<file path="src/common/fss_pkg.sv">
`default_nettype none

package fss_pkg;

   // ------------------------------------------------------------------
   // Register offsets (byte addresses)
   // ------------------------------------------------------------------
   localparam logic [7:0] FSS_OFS_SEC_STATUS = 8'h00;
   localparam logic [7:0] FSS_OFS_PRI_STATUS = 8'h04;
   localparam logic [7:0] FSS_OFS_COMMAND = 8'h08;
   localparam logic [7:0] FSS_OFS_CRC_START = 8'h0c;
   localparam logic [7:0] FSS_OFS_CRC_END = 8'h10;
   localparam logic [7:0] FSS_OFS_EVAL_ADDR = 8'h14;

   // ------------------------------------------------------------------
   // Field positions
   // ------------------------------------------------------------------
   localparam int FSS_BIT_RSVD_HI = 7;
   localparam int FSS_BIT_RSVD_LO = 5;
   localparam int FSS_BIT_CRC_SUSP = 4;
   localparam int FSS_BIT_CRC_ABORT = 3;
   localparam int FSS_BIT_SECTOR_ERASE_RESULT = 2;
   localparam int FSS_BIT_ERASE_SUSP = 1;
   localparam int FSS_BIT_PROG_SUSP = 0;
   localparam int FSS_BIT_BUSY = 0;
   localparam int FSS_CMD_CRC_START = 0;
   localparam int FSS_CMD_CRC_SUSPEND = 1;
   localparam int FSS_CMD_CRC_RESUME = 2;
   localparam int FSS_CMD_EVAL_ERASE = 3;

   // ------------------------------------------------------------------
   // Reset values and counts
   // ------------------------------------------------------------------
   localparam logic [7:0] FSS_SEC_STATUS_RST = 8'h00;
   localparam logic FSS_BUSY_RST = 1'b0;
   localparam logic FSS_SECTOR_OK_RST = 1'b0;
   localparam int FSS_CRC_MIN_SPAN = 3;

   // ------------------------------------------------------------------
   // Types
   // ------------------------------------------------------------------
   typedef enum logic [1:0] {FSS_CRC_IDLE, FSS_CRC_RUN, FSS_CRC_SUSP} fss_crc_state_t;

   typedef struct packed {
      logic [7:0] addr;
      logic [31:0] wdata;
      logic wr;
      logic rd;
   } fss_bus_req_t;

endpackage

`default_nettype wire

</file>
<file path="src/rtl/fss_status_flags.sv">
`timescale 1ns/1ps
`default_nettype none

module fss_status_flags
   import fss_pkg::*;
#(
   parameter int FLASH_AW = 25,
   parameter int SECTOR_AW = 18,
   parameter int SECTORS = 128
)
(
   input wire logic sys_clk_i,
   input wire logic rst_i,
   input wire logic en_i,
   input wire fss_bus_req_t bus_req_i,
   output logic [31:0] bus_rdata_o,
   input wire logic erase_suspended_i,
   input wire logic program_suspended_i,
   input wire logic erase_busy_i,
   input wire logic program_busy_i,
   input wire logic erase_done_i,
   input wire logic [$clog2(SECTORS)-1:0] erase_done_sector_i,
   input wire logic erase_ok_i,
   output logic ready_busy_flag_o,
   output logic crc_done_o,
   output logic [7:0] secondary_status_o
);

   localparam int SIDX_W = $clog2(SECTORS);

   // ------------------------------------------------------------------
   // State
   // ------------------------------------------------------------------
   fss_crc_state_t crc_state_reg;
   fss_crc_state_t crc_state_next;
   logic [FLASH_AW-1:0] crc_count_reg;
   logic [FLASH_AW-1:0] crc_count_next;
   logic [FLASH_AW-1:0] crc_start_address_reg;
   logic [FLASH_AW-1:0] crc_start_address_next;
   logic [FLASH_AW-1:0] crc_end_address_reg;
   logic [FLASH_AW-1:0] crc_end_address_next;
   logic [FLASH_AW-1:0] eval_addr_reg;
   logic [FLASH_AW-1:0] eval_addr_next;
   logic [7:0] secondary_status_reg;
   logic [7:0] secondary_status_next;
   logic ready_busy_flag_reg;
   logic ready_busy_flag_next;
   logic crc_done_reg;
   logic crc_done_next;
   logic [31:0] rdata_reg;
   logic [31:0] rdata_next;
   logic sector_ok_reg [SECTORS];

   // ------------------------------------------------------------------
   // Bus decode
   // ------------------------------------------------------------------
   logic cmd_wr;
   logic crc_start_cmd;
   logic crc_suspend_cmd;
   logic crc_resume_cmd;
   logic eval_cmd;
   logic [FLASH_AW:0] crc_limit;
   logic crc_range_bad;
   logic [SIDX_W-1:0] eval_idx;
   logic eval_bit;

   assign cmd_wr = bus_req_i.wr && (bus_req_i.addr == FSS_OFS_COMMAND);
   assign crc_start_cmd = cmd_wr && bus_req_i.wdata[FSS_CMD_CRC_START];
   assign crc_suspend_cmd = cmd_wr && bus_req_i.wdata[FSS_CMD_CRC_SUSPEND];
   assign crc_resume_cmd = cmd_wr && bus_req_i.wdata[FSS_CMD_CRC_RESUME];
   assign eval_cmd = cmd_wr && bus_req_i.wdata[FSS_CMD_EVAL_ERASE];
   assign crc_limit = {1'b0, crc_start_address_reg} + (FLASH_AW+1)'(FSS_CRC_MIN_SPAN);
   assign crc_range_bad = {1'b0, crc_end_address_reg} < crc_limit;
   assign eval_idx = eval_addr_reg[SECTOR_AW +: SIDX_W];
   assign eval_bit = (erase_done_i && (erase_done_sector_i == eval_idx)) ? erase_ok_i : sector_ok_reg[eval_idx];

   // ------------------------------------------------------------------
   // Address registers
   // ------------------------------------------------------------------
   always_comb
   begin
      crc_start_address_next = crc_start_address_reg;
      crc_end_address_next = crc_end_address_reg;
      eval_addr_next = eval_addr_reg;
      if (bus_req_i.wr && (bus_req_i.addr == FSS_OFS_CRC_START))
      begin
         crc_start_address_next = bus_req_i.wdata[FLASH_AW-1:0];
      end
      if (bus_req_i.wr && (bus_req_i.addr == FSS_OFS_CRC_END))
      begin
         crc_end_address_next = bus_req_i.wdata[FLASH_AW-1:0];
      end
      if (bus_req_i.wr && (bus_req_i.addr == FSS_OFS_EVAL_ADDR))
      begin
         eval_addr_next = bus_req_i.wdata[FLASH_AW-1:0];
      end
   end

   always_ff @(posedge sys_clk_i or posedge rst_i)
   begin
      if (rst_i)
      begin
         crc_start_address_reg <= '0;
         crc_end_address_reg <= '0;
         eval_addr_reg <= '0;
      end
      else if (en_i)
      begin
         crc_start_address_reg <= crc_start_address_next;
         crc_end_address_reg <= crc_end_address_next;
         eval_addr_reg <= eval_addr_next;
      end
   end

   // ------------------------------------------------------------------
   // Per-sector erase result memory
   // ------------------------------------------------------------------
   for (genvar s = 0; s < SECTORS; s++)
   begin : g_sector
      logic ok_next;
      always_comb
      begin
         ok_next = sector_ok_reg[s];
         if (erase_done_i && (erase_done_sector_i == SIDX_W'(s)))
         begin
            ok_next = erase_ok_i;
         end
      end
      always_ff @(posedge sys_clk_i or posedge rst_i)
      begin
         if (rst_i)
         begin
            sector_ok_reg[s] <= FSS_SECTOR_OK_RST;
         end
         else if (en_i)
         begin
            sector_ok_reg[s] <= ok_next;
         end
      end
   end

   // ------------------------------------------------------------------
   // CRC engine and status flags
   // ------------------------------------------------------------------
   always_comb
   begin
      crc_state_next = crc_state_reg;
      crc_count_next = crc_count_reg;
      crc_done_next = 1'b0;
      secondary_status_next = secondary_status_reg;
      unique case (crc_state_reg)
         FSS_CRC_IDLE:
         begin
            if (crc_start_cmd && !ready_busy_flag_reg)
            begin
               if (crc_range_bad)
               begin
                  secondary_status_next[FSS_BIT_CRC_ABORT] = 1'b1;
               end
               else
               begin
                  secondary_status_next[FSS_BIT_CRC_ABORT] = 1'b0;
                  crc_count_next = crc_end_address_reg - crc_start_address_reg;
                  crc_state_next = FSS_CRC_RUN;
               end
            end
         end
         FSS_CRC_RUN:
         begin
            if (crc_suspend_cmd)
            begin
               crc_state_next = FSS_CRC_SUSP;
            end
            else if (crc_count_reg == '0)
            begin
               crc_done_next = 1'b1;
               crc_state_next = FSS_CRC_IDLE;
            end
            else
            begin
               crc_count_next = crc_count_reg - FLASH_AW'(1);
            end
         end
         FSS_CRC_SUSP:
         begin
            if (crc_resume_cmd)
            begin
               crc_state_next = FSS_CRC_RUN;
            end
         end
      endcase
      if (eval_cmd && !ready_busy_flag_reg)
      begin
         secondary_status_next[FSS_BIT_SECTOR_ERASE_RESULT] = eval_bit;
      end
      secondary_status_next[FSS_BIT_RSVD_HI:FSS_BIT_RSVD_LO] = '0;
      secondary_status_next[FSS_BIT_CRC_SUSP] = (crc_state_next == FSS_CRC_SUSP);
      secondary_status_next[FSS_BIT_ERASE_SUSP] = erase_suspended_i;
      secondary_status_next[FSS_BIT_PROG_SUSP] = program_suspended_i;
      ready_busy_flag_next = (crc_state_next == FSS_CRC_RUN) || erase_busy_i || program_busy_i;
   end

   always_ff @(posedge sys_clk_i or posedge rst_i)
   begin
      if (rst_i)
      begin
         crc_state_reg <= FSS_CRC_IDLE;
         crc_count_reg <= '0;
         crc_done_reg <= 1'b0;
         secondary_status_reg <= FSS_SEC_STATUS_RST;
         ready_busy_flag_reg <= FSS_BUSY_RST;
      end
      else if (en_i)
      begin
         // Same clock as the read port
         crc_state_reg <= crc_state_next;
         crc_count_reg <= crc_count_next;
         crc_done_reg <= crc_done_next;
         secondary_status_reg <= secondary_status_next;
         ready_busy_flag_reg <= ready_busy_flag_next;
      end
   end

   // ------------------------------------------------------------------
   // Read port
   // ------------------------------------------------------------------
   always_comb
   begin
      rdata_next = 32'h0000_0000;
      if (bus_req_i.rd)
      begin
         unique case (bus_req_i.addr)
            FSS_OFS_SEC_STATUS: rdata_next = {24'h00_0000, secondary_status_reg};
            FSS_OFS_PRI_STATUS: rdata_next = {31'h0000_0000, ready_busy_flag_reg};
            FSS_OFS_CRC_START: rdata_next = 32'(crc_start_address_reg);
            FSS_OFS_CRC_END: rdata_next = 32'(crc_end_address_reg);
            FSS_OFS_EVAL_ADDR: rdata_next = 32'(eval_addr_reg);
            default: rdata_next = 32'h0000_0000;
         endcase
      end
   end

   always_ff @(posedge sys_clk_i or posedge rst_i)
   begin
      if (rst_i)
      begin
         rdata_reg <= 32'h0000_0000;
      end
      else if (en_i)
      begin
         rdata_reg <= rdata_next;
      end
   end

   assign bus_rdata_o = rdata_reg;
   assign ready_busy_flag_o = ready_busy_flag_reg;
   assign crc_done_o = crc_done_reg;
   assign secondary_status_o = secondary_status_reg;
endmodule // fss_status_flags

`default_nettype wire

</file>
<file path="config.mk">
export PLATFORM = sky130hd
export DESIGN_NAME = fss_status_flags
export DESIGN_NICKNAME = d
export VERILOG_FILES = /design/src/common/fss_pkg.sv /design/src/rtl/fss_status_flags.sv
export SDC_FILE = /design/constraint.sdc
export NUM_CORES = 1
export LEC_CHECK = 0
export BUFFER_PORTS_ARGS = -buffer_cell sky130_fd_sc_hd__buf_2
export CORE_UTILIZATION = 45
export DETAILED_ROUTE_END_ITERATION = 8
export PLACE_DENSITY_LB_ADDON = 0.2
export REMOVE_ABC_BUFFERS = 1
export SYNTH_ARGS = -nofsm -noshare
export SYNTH_HDL_FRONTEND = slang
export SYNTH_SLANG_ARGS = --single-unit
</file>
<file path="constraint.sdc">
create_clock -name sys_clk_i -period 12.81 [get_ports sys_clk_i]
set_input_delay 2.562 -clock sys_clk_i [delete_from_list [all_inputs] [get_ports sys_clk_i]]
set_output_delay 2.562 -clock sys_clk_i [all_outputs]
set_load 0.005 [all_outputs]
</file>
==> results.toml <==
[timing]
final_min_period_over_clock_period = 0.440
slew_headroom = 0.220
finalClockSkew_ps = 18.3
final_max_slew_viol_count = 0
hold_viol = 0
setup_total_negative_slack_ps = 0
max_slew.worst_pin.slew_ps = 1170
period_minus_slack_ps = 5640
grt_setup_unrepaired = "no"
finalSetupViolations = 0
final.setup.worst_slack_ps = 7170
max_freq_ghz = 0.177

[critical_path]
required_ps = 13250
crit_path_end = "crc_count_reg[16]"
crit_start = "crc_start_address_reg[1]"
worstReg2RegEnd = "crc_count_reg[16]"
critPathArrivalTime_ps = 6080
reg_to_reg_startpoint = "crc_start_address_reg[1]"
critPathCaptureType = "register"
worstPathMaxFanout = 25
crit_type = "register to register"
cell_depth_of_the_worst_flop_to_flop_path = 18
setup.worst_path.start_class = "register"
rrSetupSlack_ps = 7170

[power_and_ir_drop]
power_switching_share = 0.304
switchingPower_uw = 687
power.share.combinational = 0.203
seq_power_share = 0.427
design_power_total_uw = 2260
cell_int_power_uw = 1570
pwr-share-clk = 0.370
powerDensity_nw_per_um2 = 134
max-vdd-ir-drop_uv = 127
leakage_uw = 0.00747

[layout]
post_route_cells_drive_above_1_share = 0.285
stdcell_count = 1915
syn2layout_area_growth_pct = 11.4
largest_reg_flops = 128
finalNetCount = 1561
multiInputGateArea_um2 = 7980
ff_latch_area_um2 = 6560
layout.cell_area.non_filler_um2 = 16900
fill_cells = 2961
most_common_cell_after_layout_fill_and_taps_aside = "sky130_fd_sc_hd__dfrtp_1"
most-common-layout-cells = "sky130_fd_sc_hd__dfrtp_1 (261), sky130_fd_sc_hd__mux2_2 (211), sky130_fd_sc_hd__nor2_1 (139)"

[status]
status = "finished, final reports clean"

[floorplanning]
die_outline_area_um2 = 34400
die_h_um = 185
design.portCount = 100
start_util = 0.462
floorplan.core_area_um2 = 32800
num_rows = 66
die_x_um = 185

[drt]
drt_drc_violations_left = 0
avgRoutedWirePerCell_um = 20.4
drt_iter0_markers = 672
detailroute.via_count = 11153
dr.pass1.iters = 7
routed_wl_mm = 39.0
drt.antenna.violating_nets = 0
vias_per_instance = 5.82

[place]
dp_hpwl_mm = 26.0
placedInstanceArea_um2 = 15900
gp_congestion = 0.897
total_instance_count_after_detailed_placement = 1858
port_buffers = 82
preCtsSetupSlack_ps = 6880

[yosys]
synth_top_area_frac = 0.433
synthCells = 1398
ys_dominant_reg_cell = "sky130_fd_sc_hd__dfrtp_1"
yosys-top-cells-area = "sky130_fd_sc_hd__dfrtp_1 (43%), sky130_fd_sc_hd__mux2_2 (16%), sky130_fd_sc_hd__mux4_2 (5.5%), sky130_fd_sc_hd__ha_1 (4.5%), sky130_fd_sc_hd__nor2_1 (3.4%)"
synth.avg_cell_area_um2 = 10.8
async_flop_share = 1.00
ys_seq_area_frac = 0.433
number_of_synthesized_flops_with_an_enable_pin = 0
post_synth_num_cell_types = 83
synth_area_um2 = 15100
synth-warning-count = 0
synth_area_leader = "sky130_fd_sc_hd__dfrtp_1"
synth_seq_cells = 262

[global_route]
gr-usage-all-layers = 0.233
grt_pass1_wl_mm = 62.5
grt_antenna_before_repair = 3
pin_count_of_the_biggest_net_entering_global_routing = 131
vias_in_the_first_global_route = 11290
grt_overflow_total = 0

[cts]
cts-hold-fix-buffers = 0
cts.sink_count = 262
post_cts_resize_count = 0
cts_buf_count = 30
clkSlewWorstSetupHoldPaths_ps = 60
clock_tree_buffer_depth = 3
postCtsSetupRepairBufs = 0
worstSkewPairLatency_ps = 570
tritoncts = "done"
cts-htree-levels = 1
cts-root-buf = "sky130_fd_sc_hd__clkbuf_16"

[flow_run]
max_cap_violation_count = 0

[hold_path]
hp-class = "register to register"
[final cells by class]
class,count,share of cell area
tap,442,0.0328
sequential,262,0.389
clock inverter,12,0.00490
antenna,3,0.000445
multi-input combinational,986,0.473
clock buffer,42,0.0525
timing repair buffer,97,0.0310
inverter,71,0.0162
[synthesized netlist by cell type (5+ instances only)]
cell and count:
sky130_fd_sc_hd__dfrtp_1 262, sky130_fd_sc_hd__mux2_2 211, sky130_fd_sc_hd__nor2_1 139, sky130_fd_sc_hd__nand2_1 87
sky130_fd_sc_hd__inv_1 71, sky130_fd_sc_hd__clkbuf_1 66, sky130_fd_sc_hd__ha_1 54, sky130_fd_sc_hd__xnor2_1 39
sky130_fd_sc_hd__a21oi_1 37, sky130_fd_sc_hd__mux4_2 37, sky130_fd_sc_hd__o21ai_0 34, sky130_fd_sc_hd__o22ai_1 32
sky130_fd_sc_hd__nand3_1 30, sky130_fd_sc_hd__nor3_1 21, sky130_fd_sc_hd__a222oi_1 20, sky130_fd_sc_hd__nand4_1 14
sky130_fd_sc_hd__nor4_1 12, sky130_fd_sc_hd__buf_4 11, sky130_fd_sc_hd__xor2_1 11, sky130_fd_sc_hd__a21o_1 10
sky130_fd_sc_hd__a2bb2oi_1 9, sky130_fd_sc_hd__nor2b_1 9, sky130_fd_sc_hd__o21ai_1 9, sky130_fd_sc_hd__or3_1 9
sky130_fd_sc_hd__and2_1 8, sky130_fd_sc_hd__nand2b_1 8, sky130_fd_sc_hd__a211oi_1 7, sky130_fd_sc_hd__buf_2 7
sky130_fd_sc_hd__mux2i_1 7, sky130_fd_sc_hd__and3_1 6, sky130_fd_sc_hd__o21a_1 6, sky130_fd_sc_hd__o31ai_1 6
sky130_fd_sc_hd__a22oi_1 5, sky130_fd_sc_hd__a31oi_1 5, sky130_fd_sc_hd__o41ai_1 5
[worst min path at each step]
stage / end / start / slack (ps) / cells past startpoint
5_1_grt: sector_ok_reg[65] / sector_ok_reg[65] / 510 / 1
6_report: crc_count_reg[22] / crc_count_reg[22] / 490 / 2
4_1_cts: crc_count_reg[22] / crc_count_reg[22] / 490 / 2
3_3_place_gp: crc_count_reg[22] / crc_count_reg[22] / 470 / 2
2_1_floorplan: crc_count_reg[22] / crc_count_reg[22] / 450 / 2
3_5_place_dp: crc_count_reg[22] / crc_count_reg[22] / 480 / 2
[power by group through the flow]
| stage | Clock [uW] | Sequential, uW | Combinational [uW] |
|---|---|---|---|
| 4_1_cts | 850 | 963 | 459 |
| 2_1_floorplan | 0 | 960 | 333 |
| 3_5_place_dp | 0 | 978 | 456 |
| 5_1_grt | 889 | 975 | 508 |
| 6_report | 835 | 965 | 457 |
| 3_3_place_gp | 0 | 974 | 447 |
[layer usage]
| layer | share of wire | wire, um | global-route usage | vias to the layer above |
|---|---|---|---|---|
| met3 | 0.042 | 1640 | 0.0317 | 70 |
| li1 | - | - | - | 5219 |
| met5 | 0 | 0 | 0 | - |
| met4 | 0.027 | 1060 | 0.0721 | 0 |
| met2 | 0.50 | 19600 | 0.411 | 247 |
| met1 | 0.43 | 16700 | 0.294 | 5617 |
[logic make-up after synthesis]
kind of cell / after synthesis / synth area share
fa+ha+maj: 55 / 0.0460
other cells: 1 / 0.000248
buf+inv: 159 / 0.0428
compound gates: 232 / 0.108
mux: 255 / 0.217
simple gates: 384 / 0.124
flops: 262 / 0.433
xor+xnor: 50 / 0.0289
[worst max-delay path, cell delays in order, from the launching register on]
cell	delay (ps)
sky130_fd_sc_hd__dfrtp_1	520
sky130_fd_sc_hd__inv_1	120
sky130_fd_sc_hd__ha_1	250
sky130_fd_sc_hd__nor2_1	340
sky130_fd_sc_hd__nand2_1	170
sky130_fd_sc_hd__nor4_1	510
sky130_fd_sc_hd__nand2_1	190
sky130_fd_sc_hd__nor2_1	250
sky130_fd_sc_hd__nand4_1	150
sky130_fd_sc_hd__xnor2_1	160
sky130_fd_sc_hd__ha_1	290
sky130_fd_sc_hd__nand4_1	80
sky130_fd_sc_hd__nor2_1	200
sky130_fd_sc_hd__o2111ai_1	200
sky130_fd_sc_hd__or3_1	400
sky130_fd_sc_hd__o211ai_2	290
sky130_fd_sc_hd__and2_1	840
sky130_fd_sc_hd__o21ai_0	260
sky130_fd_sc_hd__a22o_1	300
[per-stage QoR]
stage / hold WS [ps] / utilization
floorplan: 447 / -
global placement: 470 / 0.485
detailed placement: 479 / 0.485
finish: 488 / 0.514
global route: 514 / 0.514
CTS: 494 / 0.514
Power figures use the tool's default switching activity.
